==> config.mk <==
export PLATFORM = sky130hd
export DESIGN_NAME = io_select_dma_gate_decoder
export DESIGN_NICKNAME = d
export VERILOG_FILES = /design/src/io_select_dma_gate_decoder.v
export VERILOG_INCLUDE_DIRS = /design/src
export SDC_FILE = /design/constraint.sdc
export NUM_CORES = 1
export LEC_CHECK = 0
export BUFFER_PORTS_ARGS = -buffer_cell sky130_fd_sc_hd__buf_2
export CAP_MARGIN = 20
export CELL_PAD_IN_SITES_DETAIL_PLACEMENT = 0
export CELL_PAD_IN_SITES_GLOBAL_PLACEMENT = 1
export CORE_ASPECT_RATIO = 0.8
export CORE_MARGIN = 2
export CORE_UTILIZATION = 42
export DETAILED_ROUTE_END_ITERATION = 10
export PLACE_DENSITY = 0.88
export SYNTH_ARGS = -nofsm -noshare
export SYNTH_HDL_FRONTEND = slang
export SYNTH_SLANG_ARGS = --single-unit
==> constraint.sdc <==
create_clock -name clk -period 2.3 [get_ports clk]
set_input_delay 0.115 -clock clk [delete_from_list [all_inputs] [get_ports clk]]
set_output_delay 0.115 -clock clk [all_outputs]
set_load 0.005 [all_outputs]
==> src/io_select_consts.vh <==
// Constants for the I/O select and DMA gate decoder
`ifndef IO_SELECT_CONSTS_VH
`define IO_SELECT_CONSTS_VH
`define BLOCK_SHIFT 7
`define NUM_BLOCKS 7
`define ADDR_DMA_GATE_OFF 16'h0000
`define ADDR_DMA_GATE_ON 16'h0002
`define ADDR_PRINTER_DATA 16'h0080
`define ADDR_PRINTER_CONTROL 16'h0082
`define ADDR_GENERAL_IO 16'h0100
`define ADDR_VDAC_DATA 16'h0108
`define ADDR_VDAC_ENABLE 16'h0118
`define ADDR_REFRESH_ENABLE 16'h0120
`define ADDR_LUMA_ADC 16'h0140
`define VDAC_CTRL_BITS 6
`define CLK_HZ 10000000
`define TICK_PERIOD_US 1000
`define TICK_CYCLES ((`CLK_HZ / 1000000) * `TICK_PERIOD_US)
`define LINE_REF_CYCLES 16'h0280
`define RESET_DMA_GATE 1'b0
`define RESET_VDAC_EN 1'b0
`define RESET_REFRESH_EN 1'b0
`endif

==> src/io_select_dma_gate_decoder.v <==
// I/O select decoder, control strobes, timers and DMA gating
//
// Function
// - Seven 128-byte select blocks from zero
// - Block zero: address bit 1 gates DMA
// - Write 0 disables, write 2 enables DMA
// - Second select covers printer port space
// - Printer data, control writes; status read at data address
// - Third select; general I/O at 0x100
// - 118 read clears, write sets DAC enable
// - 120 read clears, write sets refresh enable
// - 108 loads DAC data; 140 reads luminance
// - Fourth select forwards low six address bits
// - Fifth select for SCSI daughter board
// - Sixth, seventh selects for expansion only
// - Three 16-bit timers; third internal only
// - Third timer ticks every millisecond
// - Second timer makes crystal line reference
// - First timer measures synthesized sync
// - Interrupt zero printer, one SCSI
// - Interrupts three, four go to expansion
// - DMA zero serves SCSI transfers
// - DMA one loads video row per line
// - Load word: comparator low, luminance high
// - External refresh DMA via hold handshake
// - Everything timed from one oscillator clock
`timescale 1ns/1ns
`include "io_select_consts.vh"

module io_select_dma_gate_decoder #(
    parameter TICK_CYCLES = `TICK_CYCLES,
    parameter LINE_REF_CYCLES = `LINE_REF_CYCLES
) (
    // Clock and reset
    input wire clk,
    input wire rstn,
    // Processor I/O access, same clock
    input wire [15:0] io_addr,
    input wire [15:0] io_wdata,
    input wire io_wr,
    input wire io_rd,
    output reg [15:0] io_rdata,
    output wire io_rdata_oe_n,
    // Peripheral selects
    output wire sel_block_zero,
    output wire sel_printer_port,
    output wire sel_general_io,
    output wire sel_vertical_dac_load,
    output wire sel_scsi_board,
    output wire sel_expansion_a,
    output wire sel_expansion_b,
    output reg [5:0] vdac_ctrl_bits,
    // Printer port
    output reg [15:0] printer_data_q,
    output reg [15:0] printer_control_q,
    input wire [15:0] printer_status,
    // General I/O, vertical DAC, luminance
    input wire [15:0] gpio_in,
    output reg [15:0] gpio_out_q,
    output reg [15:0] vdac_data_q,
    output reg vdac_data_load,
    input wire [15:0] video_position,
    input wire [15:0] luma_adc,
    output reg vdac_en_q,
    output reg refresh_en_q,
    // DMA gating
    output reg dma_gate_q,
    input wire dma0_req_in,
    input wire dma1_req_in,
    output wire dma0_req,
    output wire dma1_req,
    // Line table load word
    input wire [7:0] comparator_value,
    input wire [7:0] luminance_level,
    output reg [15:0] line_load_word,
    // Timers and sync
    input wire synth_sync_pin,
    output reg [15:0] synth_sync_period_q,
    output reg crystal_line_ref,
    output reg tick_irq,
    // Interrupts
    input wire printer_port_irq_pin,
    input wire scsi_port_irq_pin,
    input wire ext_irq_three_pin,
    input wire ext_irq_four_pin,
    output wire ext_irq_zero,
    output wire ext_irq_one,
    output wire ext_irq_three,
    output wire ext_irq_four,
    // External refresh DMA
    input wire refresh_req_in,
    input wire bus_hold_ack_pin,
    output reg bus_hold_req,
    output reg line_table_refresh_cycle
);

    // ==========================================
    // Decode helpers
    function [2:0] block_of;
        input [15:0] a;
        begin
            block_of = a[9:7];
        end
    endfunction

    function in_io_map;
        input [15:0] a;
        begin
            in_io_map = (a[15:10] == 6'h00) && (a[9:7] != 3'h7);
        end
    endfunction

    // ==========================================
    // Pin synchronisers
    reg [5:0] sync1_q;
    reg [5:0] sync2_q;
    wire [5:0] pins_raw = {synth_sync_pin, printer_port_irq_pin, scsi_port_irq_pin,
                           ext_irq_three_pin, ext_irq_four_pin, bus_hold_ack_pin};

    always @(posedge clk or negedge rstn) begin
        if (!rstn) begin
            sync1_q <= 6'h00;
            sync2_q <= 6'h00;
        end else begin
            sync1_q <= pins_raw;
            sync2_q <= sync1_q;
        end
    end

    wire synth_sync_s = sync2_q[5];
    wire hold_ack_s = sync2_q[0];
    assign ext_irq_zero = sync2_q[4];
    assign ext_irq_one = sync2_q[3];
    assign ext_irq_three = sync2_q[2];
    assign ext_irq_four = sync2_q[1];

    // Port input words, two flops each before the read mux;
    // the bits are independent lines, so no word handshake is needed
    reg [15:0] gpio_meta_q;
    reg [15:0] gpio_sync_q;
    reg [15:0] status_meta_q;
    reg [15:0] status_sync_q;

    always @(posedge clk or negedge rstn) begin
        if (!rstn) begin
            gpio_meta_q <= 16'h0000;
            gpio_sync_q <= 16'h0000;
            status_meta_q <= 16'h0000;
            status_sync_q <= 16'h0000;
        end else begin
            gpio_meta_q <= gpio_in;
            gpio_sync_q <= gpio_meta_q;
            status_meta_q <= printer_status;
            status_sync_q <= status_meta_q;
        end
    end

    // ==========================================
    // Select lines
    wire mapped = in_io_map(io_addr);
    wire [2:0] blk = block_of(io_addr);
    wire [6:0] sel_vec;
    genvar g;
    generate
        for (g = 0; g < `NUM_BLOCKS; g = g + 1) begin : gen_sel
            assign sel_vec[g] = mapped && (blk == g) && (io_wr || io_rd);
        end
    endgenerate

    assign sel_block_zero = sel_vec[0];
    assign sel_printer_port = sel_vec[1];
    assign sel_general_io = sel_vec[2];
    assign sel_vertical_dac_load = sel_vec[3];
    assign sel_scsi_board = sel_vec[4];
    assign sel_expansion_a = sel_vec[5];
    assign sel_expansion_b = sel_vec[6];

    wire wr_gio = io_wr && sel_general_io;
    wire rd_gio = io_rd && sel_general_io;

    // ==========================================
    // Control strobes and port registers
    always @(posedge clk or negedge rstn) begin
        if (!rstn) begin
            dma_gate_q <= `RESET_DMA_GATE;
            vdac_en_q <= `RESET_VDAC_EN;
            refresh_en_q <= `RESET_REFRESH_EN;
            printer_data_q <= 16'h0000;
            printer_control_q <= 16'h0000;
            gpio_out_q <= 16'h0000;
            vdac_data_q <= 16'h0000;
            vdac_data_load <= 1'b0;
            vdac_ctrl_bits <= 6'h00;
        end else begin
            vdac_data_load <= 1'b0;
            if (io_wr && sel_block_zero) begin
                dma_gate_q <= io_addr[1];
            end
            if (io_wr && sel_printer_port) begin
                if (io_addr[1]) begin
                    printer_control_q <= io_wdata;
                end else begin
                    printer_data_q <= io_wdata;
                end
            end
            if (wr_gio && io_addr == `ADDR_GENERAL_IO) begin
                gpio_out_q <= io_wdata;
            end
            if (wr_gio && io_addr == `ADDR_VDAC_DATA) begin
                vdac_data_q <= io_wdata;
                vdac_data_load <= 1'b1;
            end
            if (io_addr == `ADDR_VDAC_ENABLE) begin
                if (wr_gio) begin
                    vdac_en_q <= 1'b1;
                end else if (rd_gio) begin
                    vdac_en_q <= 1'b0;
                end
            end
            if (io_addr == `ADDR_REFRESH_ENABLE) begin
                if (wr_gio) begin
                    refresh_en_q <= 1'b1;
                end else if (rd_gio) begin
                    refresh_en_q <= 1'b0;
                end
            end
            if (sel_vertical_dac_load) begin
                vdac_ctrl_bits <= io_addr[`VDAC_CTRL_BITS-1:0];
            end
        end
    end

    // ==========================================
    // Read data, registered; driven only for mapped reads
    reg rd_drive_q;
    always @(posedge clk or negedge rstn) begin
        if (!rstn) begin
            io_rdata <= 16'h0000;
            rd_drive_q <= 1'b0;
        end else begin
            rd_drive_q <= 1'b0;
            io_rdata <= 16'h0000;
            if (io_rd && sel_printer_port && !io_addr[1]) begin
                io_rdata <= status_sync_q;
                rd_drive_q <= 1'b1;
            end else if (rd_gio) begin
                case (io_addr)
                    `ADDR_GENERAL_IO: begin
                        io_rdata <= gpio_sync_q;
                        rd_drive_q <= 1'b1;
                    end
                    `ADDR_VDAC_DATA: begin
                        io_rdata <= video_position;
                        rd_drive_q <= 1'b1;
                    end
                    `ADDR_LUMA_ADC: begin
                        io_rdata <= luma_adc;
                        rd_drive_q <= 1'b1;
                    end
                    default: begin
                        rd_drive_q <= 1'b0;
                    end
                endcase
            end
        end
    end
    assign io_rdata_oe_n = ~rd_drive_q;

    // ==========================================
    // DMA gating; software turns it off around critical code
    assign dma0_req = dma0_req_in && dma_gate_q;
    assign dma1_req = dma1_req_in && dma_gate_q;

    always @(posedge clk or negedge rstn) begin
        if (!rstn) begin
            line_load_word <= 16'h0000;
        end else if (dma1_req) begin
            line_load_word <= {luminance_level, comparator_value};
        end
    end

    // ==========================================
    // Timers, all on the one clock
    reg [15:0] tick_cnt_q;
    reg [15:0] line_cnt_q;
    reg [15:0] sync_cnt_q;
    reg sync_prev_q;

    // Internal-only tick timer, one pulse per period
    always @(posedge clk or negedge rstn) begin
        if (!rstn) begin
            tick_cnt_q <= 16'h0000;
            tick_irq <= 1'b0;
        end else begin
            tick_irq <= 1'b0;
            if (tick_cnt_q == TICK_CYCLES - 1) begin
                tick_cnt_q <= 16'h0000;
                tick_irq <= 1'b1;
            end else begin
                tick_cnt_q <= tick_cnt_q + 16'h0001;
            end
        end
    end

    // Line reference toggles from the internal clock
    always @(posedge clk or negedge rstn) begin
        if (!rstn) begin
            line_cnt_q <= 16'h0000;
            crystal_line_ref <= 1'b0;
        end else if (line_cnt_q == LINE_REF_CYCLES - 1) begin
            line_cnt_q <= 16'h0000;
            crystal_line_ref <= ~crystal_line_ref;
        end else begin
            line_cnt_q <= line_cnt_q + 16'h0001;
        end
    end

    // Period of synthesized sync for diagnostics; the count restarts at one
    // so that the captured value is the full number of cycles between edges
    always @(posedge clk or negedge rstn) begin
        if (!rstn) begin
            sync_cnt_q <= 16'h0000;
            sync_prev_q <= 1'b0;
            synth_sync_period_q <= 16'h0000;
        end else begin
            sync_prev_q <= synth_sync_s;
            if (synth_sync_s && !sync_prev_q) begin
                synth_sync_period_q <= sync_cnt_q;
                sync_cnt_q <= 16'h0001;
            end else if (sync_cnt_q != 16'hFFFF) begin
                sync_cnt_q <= sync_cnt_q + 16'h0001;
            end
        end
    end

    // ==========================================
    // External refresh DMA over the hold handshake; a new request
    // waits until the processor has let go of the acknowledge, so a
    // stale acknowledge is never taken for a fresh grant
    localparam HOLD_IDLE = 2'b00;
    localparam HOLD_WAIT = 2'b01;
    localparam HOLD_DONE = 2'b10;

    reg [1:0] hold_state_q;

    always @(posedge clk or negedge rstn) begin
        if (!rstn) begin
            hold_state_q <= HOLD_IDLE;
            bus_hold_req <= 1'b0;
            line_table_refresh_cycle <= 1'b0;
        end else begin
            line_table_refresh_cycle <= 1'b0;
            case (hold_state_q)
                HOLD_IDLE: begin
                    if (refresh_req_in && refresh_en_q && !hold_ack_s) begin
                        bus_hold_req <= 1'b1;
                        hold_state_q <= HOLD_WAIT;
                    end
                end
                HOLD_WAIT: begin
                    if (hold_ack_s) begin
                        line_table_refresh_cycle <= 1'b1;
                        bus_hold_req <= 1'b0;
                        hold_state_q <= HOLD_DONE;
                    end
                end
                HOLD_DONE: begin
                    if (!hold_ack_s) begin
                        hold_state_q <= HOLD_IDLE;
                    end
                end
                default: begin
                    bus_hold_req <= 1'b0;
                    hold_state_q <= HOLD_IDLE;
                end
            endcase
        end
    end

endmodule

==> results of run 1 <==
## final cells by class
type	instances	area, sq um	share of cell area, %
antenna	1	2.50	0.0190
clock buffer	37	721	5.47
clock inverter	4	95.1	0.722
inverter	8	30.0	0.228
multi-input combinational	410	3140	23.8
sequential	254	6360	48.3
tap	306	383	2.91
timing repair buffer	375	2440	18.5
## worst max-delay path: cells and delay by family
| kind | cells | cell delay [ns] |
|---|---|---|
| muxes | 1 | 0.42 |
| buffers and inverters | 2 | 0.71 |
| and+or+nand+nor | 3 | 1.10 |
## stage by stage
stage	setup slack, ns	util (%)	hold WS [ns]
after floorplan	0.612	-	-0.181
after global placement	0.300	50.6	0.0791
after detailed placement	0.237	50.6	0.0833
after CTS	0.342	58.5	0.0202
after global routing	0.163	58.5	0.0417
final	0.327	58.5	0.0430
## worst paths after layout
kind | end | slack [ns] | cells past startpoint
worst max register to register | sync_cnt_q[9] | 0.41 | 5
worst max-delay path | gpio_out_q[9] | 0.33 | 6
max in group asynchronous | io_rdata[2] | 1.41 | 3
worst min register to register | gpio_sync_q[13] | 0.34 | 0
worst min-delay path | io_rdata[4] | 0.04 | 4
min in group asynchronous | line_load_word[15] | 0.14 | 2
## cells by family (layout without fill, tap and decap cells)
| logic type | after synthesis | count (layout) | synth area share (%) |
|---|---|---|---|
| adders and majority gates | 3 | 3 | 0.389 |
| xor gates and xnor gates | 31 | 31 | 2.81 |
| AOI/OAI and AO/OA | 62 | 62 | 4.69 |
| and+or+nand+nor | 207 | 207 | 11.8 |
| buffers and inverters | 31 | 424 | 1.58 |
| other | 0 | 1 | 0 |
| muxes | 107 | 107 | 12.9 |
| DFF | 254 | 254 | 65.9 |
## cell usage in the layout (no fill, tap or decap), types with 3 or more instances in the layout
cell / synthesis / layout
buf_2: 5 / 263
dfrtp_1: 254 / 254
dlygate4sd3_1: 0 / 96
mux2_2: 94 / 94
nand2_1: 73 / 73
nor2_1: 37 / 37
clkbuf_16: 0 / 25
xnor2_1: 20 / 20
nand3_1: 18 / 18
a22oi_1: 16 / 16
o2bb2ai_1: 16 / 16
nor3_1: 13 / 13
buf_4: 0 / 12
nand4_1: 11 / 11
xor2_1: 11 / 11
mux2_4: 10 / 10
a21oi_1: 9 / 9
inv_1: 8 / 8
and3_1: 7 / 7
o21ai_0: 7 / 7
clkbuf_1: 13 / 7
and4_1: 6 / 6
nand2b_1: 5 / 5
or4_1: 5 / 5
or3_1: 5 / 5
clkbuf_8: 0 / 5
nor4_4: 4 / 4
nor2b_1: 4 / 4
nor4_1: 4 / 4
and2_1: 3 / 3
ha_1: 3 / 3
bufinv_16: 0 / 3
buf_12: 0 / 3
## state kept, by name, summed over array words and instances, names as in the netlist, 2 cells and up
name	flops
hold_state_q	2
sync_cnt_q	16
tick_cnt_q	16
gpio_out_q	16
gpio_sync_q	16
line_load_word	16
gpio_meta_q	16
status_sync_q	16
vdac_data_q	16
synth_sync_period_q	16
sync1_q	6
printer_control_q	16
io_rdata	16
sync2_q	6
printer_data_q	16
status_meta_q	16
vdac_ctrl_bits	6
line_cnt_q	16
## per-layer routing
| metal | share of wire, % | global-route usage, % | routed length [um] |
|---|---|---|---|
| met5 | 0 | 0 | 0 |
| met4 | 2.9 | 5.62 | 685 |
| met3 | 5.9 | 3.72 | 1410 |
| met2 | 48 | 33.1 | 11400 |
| met1 | 43 | 26.6 | 10200 |
## where the power goes
| part | switching [uW] | internal, uW |
|---|---|---|
| logic | 348 | 381 |
| registers | 125 | 4650 |
| clock network | 1600 | 2480 |
| total | 2080 | 7520 |
==> flow_summary_export.csv, run 1 <==
group,metric,value,unit
pwr,leakagePower,0.00684,uW
synth,synth_edf_count,0,
run,maxCapViolations,0,
sta,skew,0.00891,ns
synth,synth-seq-cells,254,
global_route,grt_max_degree,73,
sta,max_freq,507,MHz
synth,ys.flop_type,"dfrtp_1",
clock_network,cts_sinks,254,
cells_and_area,syn2layout_area_growth,36.5,%
synth,ys_types,51,
detailed_routing,drt-initial-drc-count,450,
clock_network,hold_buffers,96,
global_route,first_global_vias,7175,
synth,synthTopCellsByCount,"254 x dfrtp_1, 94 x mux2_2, 73 x nand2_1, 37 x nor2_1, 20 x xnor2_1",
cells_and_area,final_cell_area,0.0132,sq mm
setup_path,slowest_delay,0.53,ns
cells_and_area,finalNonFillerCells,1395,
detailed_routing,routedWlPerCell,17.0,um
pwr,total_power,9590,uW
global_route,grt_first_pass_wirelength,38800,um
sta,max_slew_margin,50.4,%
setup_path,crit_path_start,"io_addr[1]",
synth,synth_top_area_share,65.9,%
placed_design,globalplace.congestion,0.825,
min_path,hp-start,"luma_adc[4]",
clock_network,clk_latency,0.51,ns
floorplan,start_util,42.9,%
floorplan,dieArea,0.0242,sq mm
sta,setup_tns,0,ns
sta,slew_violations,0,
floorplan,core_area,0.0225,sq mm
clock_network,postCtsSetupRepairBufs,0,
sta,hold_viol_final,0,
sta,grt_setup_unrepaired,"no",
synth,synth.cell_area,0.00965,sq mm
setup_path,crit_arrival,2.36,ns
clock_network,clk_path_buf_depth,3,
detailed_routing,route.detailed.drc,0,
synth,postSynthAreaPerCell,13.9,sq um
synth,yosys.area.top_type,"dfrtp_1",
synth,synth_top_cells_by_area,"dfrtp_1 66%, mux2_2 11%, nand2_1 2.8%",
global_route,grt_util_all_layers,19.8,%
sta,min_period,1.97,ns
min_path,hold_path.class,"input pin to register",
synth,syn_nets,823,
placed_design,place_area,0.0114,sq mm
clock_network,cts-resized-gates,0,
placed_design,hpwl,15800,um
pwr,p_per_area,728,mW/mm^2
pwr,vdd_drop_max,0.464,mV
setup_path,critPathSlowestCell,"dlygate4sd3_1",
synth,yosysMostFrequentCell,"dfrtp_1",
cells_and_area,drive_gt1_share,39.7,%
clock_network,cts_root_buffer,"clkbuf_16",
cells_and_area,n_fill_cell,1800,
synth,yosysWarnings,0,
sta,setup_violations,0,
detailed_routing,via_count,6860,
floorplan,chipHeight,140,um
sta,worst_slew_pin_slew,0.745,ns
setup_path,end_kind,"register",
floorplan,ios,265,
synth,netlist_instances,695,
cells_and_area,final_nets,1202,
detailed_routing,vias_per_cell,4.92,
placed_design,placed_cells,1257,
setup_path,worstSetupPathType,"input pin to register",
detailed_routing,drt_wl_total,23800,um
global_route,antenna_found_initial,1,
run_status,status,"finished, final reports clean",
setup_path,crit_path_max_fanout,16,
floorplan,die_width,173,um
setup_path,timing.rr.start,"sync_cnt_q[0]",
detailed_routing,drtAntennaViolNets,0,
synth,async_flop_share,100,%
global_route,grt_overflow,0,
detailed_routing,drt_first_pass_iters,4,
setup_path,worstPathRequired,2.69,ns
synth,ys_seq_area_share,65.9,%
setup_path,crit_chain,"dlygate4sd3_1 -> buf_2 -> nor4b_2 -> and4_1 -> nand4b_4 -> mux2_4",
clock_network,cts_made_buffers,25,
clock_network,cts_tree,"yes",
setup_path,start_kind,"input pin",
placed_design,port-buffer-count,264,
sta,period_share,85.8,%
clock_network,htreeDepth,1,
clock_network,path_clk_slew,0.06,ns
floorplan,num_rows,49,
Note: power is estimated with default switching activity, not from simulation.
==> inputs of run 2 (changes only) <==
Settings changed: ABC_AREA set to 1, CORE_UTILIZATION 42 to 39, PLACE_DENSITY 0.88 to 0.87.
==> run 2 against run 1 <==
  * Clock-buffer cell count unchanged
  * Via count increased by 20%
  * Sequential power about the same
  * Register-to-register slack improved by 0.07 ns
  * Combinational power decreased by 1%
  * Non-clock buffer count increased by 21
  * Setup slack got worse by 0.18 ns
  * Die area increased by 8.6%
  * Synthesized cell count increased by 45%
  * Total power increased by 7.3%
  * Synthesized area increased by 1.0%
  * Utilization decreased by 2.7 points
==> flow_summary_export.csv, run 2 <==
group,metric,value,unit
synth,syn_nets,1134,
sta,skew,0.00754,ns
pwr,p_per_area,754,mW/mm^2
pwr,total_power,10300,uW
cells_and_area,diodes,0,
cells_and_area,drive_gt1_share,23.8,%
floorplan,num_rows,51,
cells_and_area,multiInputGateArea,0.00289,sq mm
synth,synth_top_area_share,65.2,%
synth,synth-seq-cells,254,
setup_path,crit_path_max_fanout,18,
clock_network,clk_latency,0.52,ns
setup_path,end_kind,"register",
synth,yosysWarnings,0,
global_route,grt_overflow,0,
cells_and_area,finalNonFillerCells,1736,
global_route,grt_first_pass_wirelength,42400,um
min_path,hold_path.class,"input pin to register",
clock_network,clk_path_buf_depth,3,
floorplan,chipHeight,145,um
detailed_routing,drt_wl_total,26300,um
synth,synthTopCellsByCount,"268 x nand2_1, 254 x dfrtp_1, 100 x o21ai_0, 98 x inv_1, 81 x nand3_1",
synth,ys_seq_area_share,65.2,%
pwr,leakagePower,0.00722,uW
synth,async_flop_share,100,%
setup_path,start_kind,"input pin",
sta,setup_violations,0,
synth,ys_types,29,
pwr,vdd_drop_max,0.687,mV
synth,netlist_instances,1006,
placed_design,globalplace.congestion,0.877,
detailed_routing,drtAntennaViolNets,0,
run,maxCapViolations,0,
floorplan,core_area,0.0244,sq mm
sta,worst_slew_pin_slew,0.646,ns
detailed_routing,via_count,8235,
setup_path,worstPathRequired,2.71,ns
synth,synth.cell_area,0.00975,sq mm
placed_design,port-buffer-count,264,
floorplan,die_width,181,um
synth,synth_top_cells_by_area,"dfrtp_1 65%, nand2_1 10%, o21ai_0 5.1%",
clock_network,path_clk_slew,0.06,ns
floorplan,dieArea,0.0263,sq mm
clock_network,cts-resized-gates,0,
cells_and_area,final_common_cell,"nand2_1",
cells_and_area,n_fill_cell,2158,
clock_network,htreeDepth,1,
detailed_routing,route.detailed.drc,0,
setup_path,worstSetupPathType,"input pin to register",
global_route,antenna_found_initial,0,
synth,postSynthAreaPerCell,9.69,sq um
cells_and_area,register_area,0.00636,sq mm
cells_and_area,syn2layout_area_growth,40.0,%
sta,period_share,93.6,%
synth,synth_edf_count,0,
floorplan,start_util,39.9,%
cells_and_area,final_nets,1526,
sta,hold_viol_final,0,
clock_network,cts_sinks,254,
detailed_routing,routedWlPerCell,15.1,um
global_route,grt_max_degree,74,
setup_path,crit_arrival,2.57,ns
run_status,status,"finished, final reports clean",
clock_network,cts_root_buffer,"clkbuf_16",
cells_and_area,layout_common_cells,"268 x nand2_1, 263 x buf_2, 254 x dfrtp_1",
global_route,first_global_vias,8111,
placed_design,dp_slack,0.517,ns
sta,max_slew_margin,56.6,%
placed_design,hpwl,17900,um
detailed_routing,drt_first_pass_iters,5,
synth,yosys.area.top_type,"dfrtp_1",
sta,min_period,2.15,ns
detailed_routing,drt-initial-drc-count,587,
placed_design,placed_cells,1574,
sta,fin_ws,0.148,ns
clock_network,cts_tree,"yes",
synth,ys.flop_type,"dfrtp_1",
sta,grt_setup_unrepaired,"no",
sta,max_freq,465,MHz
floorplan,ios,265,
detailed_routing,vias_per_cell,4.74,
clock_network,cts_made_buffers,27,
sta,slew_violations,0,
global_route,grt_util_all_layers,19.8,%
sta,setup_tns,0,ns
synth,yosysMostFrequentCell,"nand2_1",
run 2: critical path: stages:
cell and delay, ns:
dlygate4sd3_1 0.53, buf_2 0.13, nor2_1 0.05, nand2_1 0.11, clkinv_1 0.49, nand4_1 0.29
nand3_1 0.12, dlygate4sd3_1 0.60, nand2_1 0.09, nand2_1 0.05
run 2: cell families (layout without fill, tap and decap cells):
logic type | count (synthesis) | after routing | share of synthesized area [%]
AOI/OAI and AO/OA | 111 | 111 | 5.89
xor gates and xnor gates | 23 | 23 | 2.07
adders and majority gates | 3 | 3 | 0.385
buffers and inverters | 133 | 545 | 5.22
DFF | 254 | 254 | 65.2
and+or+nand+nor | 482 | 482 | 21.2
run 2: layer usage:
| metal | global-route usage, % | vias up | part of all wire [%] |
|---|---|---|---|
| met5 | 0 | - | 0 |
| met4 | 7.34 | 0 | 3.7 |
| met2 | 31.0 | 285 | 46 |
| met3 | 4.08 | 70 | 6.2 |
| met1 | 27.4 | 3853 | 44 |
| li1 | - | 4027 | - |
run 2: metrics by stage:
| stage | util [%] | hold WS [ns] | cell area [sq um] |
|---|---|---|---|
| 2_1_floorplan | - | -0.181 | 9750 |
| 6_report | 55.8 | 0.0524 | 13600 |
| 5_1_grt | 55.8 | 0.0612 | 13600 |
| 3_5_place_dp | 47.1 | 0.105 | 11500 |
| 3_3_place_gp | 47.1 | 0.104 | 11500 |
| 4_1_cts | 55.8 | 0.0239 | 13600 |
run 2: layout make-up:
| cell class | instances | area share [%] |
|---|---|---|
| inverter | 100 | 2.75 |
| timing repair buffer | 396 | 19.3 |
| sequential | 254 | 46.6 |
| clock inverter | 12 | 1.72 |
| clock buffer | 37 | 5.59 |
| multi-input combinational | 619 | 21.2 |
| tap | 318 | 2.92 |
run 2: final timing paths:
kind                                 from  cells after the start                end  slack (ns)
setup / recovery               io_addr[1]                     10        io_rdata[4]        0.15
max in group asynchronous            rstn                      3     gpio_meta_q[9]        1.34
hold reg to reg            gpio_meta_q[3]                      0     gpio_sync_q[3]        0.34
min in group asynchronous            rstn                      2    hold_state_q[1]        0.14
setup reg to reg            sync_cnt_q[0]                      7      sync_cnt_q[0]        0.48
hold / removal                dma1_req_in                      5  line_load_word[8]        0.05
run 2: power breakdown:
part | switching [uW] | internal, uW
combinational | 371 | 348
sequential | 108 | 4670
clock | 1710 | 3090
run 2: timing repair:
action | in CTS | in global routing
buffers inserted | 0 | 0
endpoints found under the hold margin | 208 | 0
hold buffers | 113 | 0
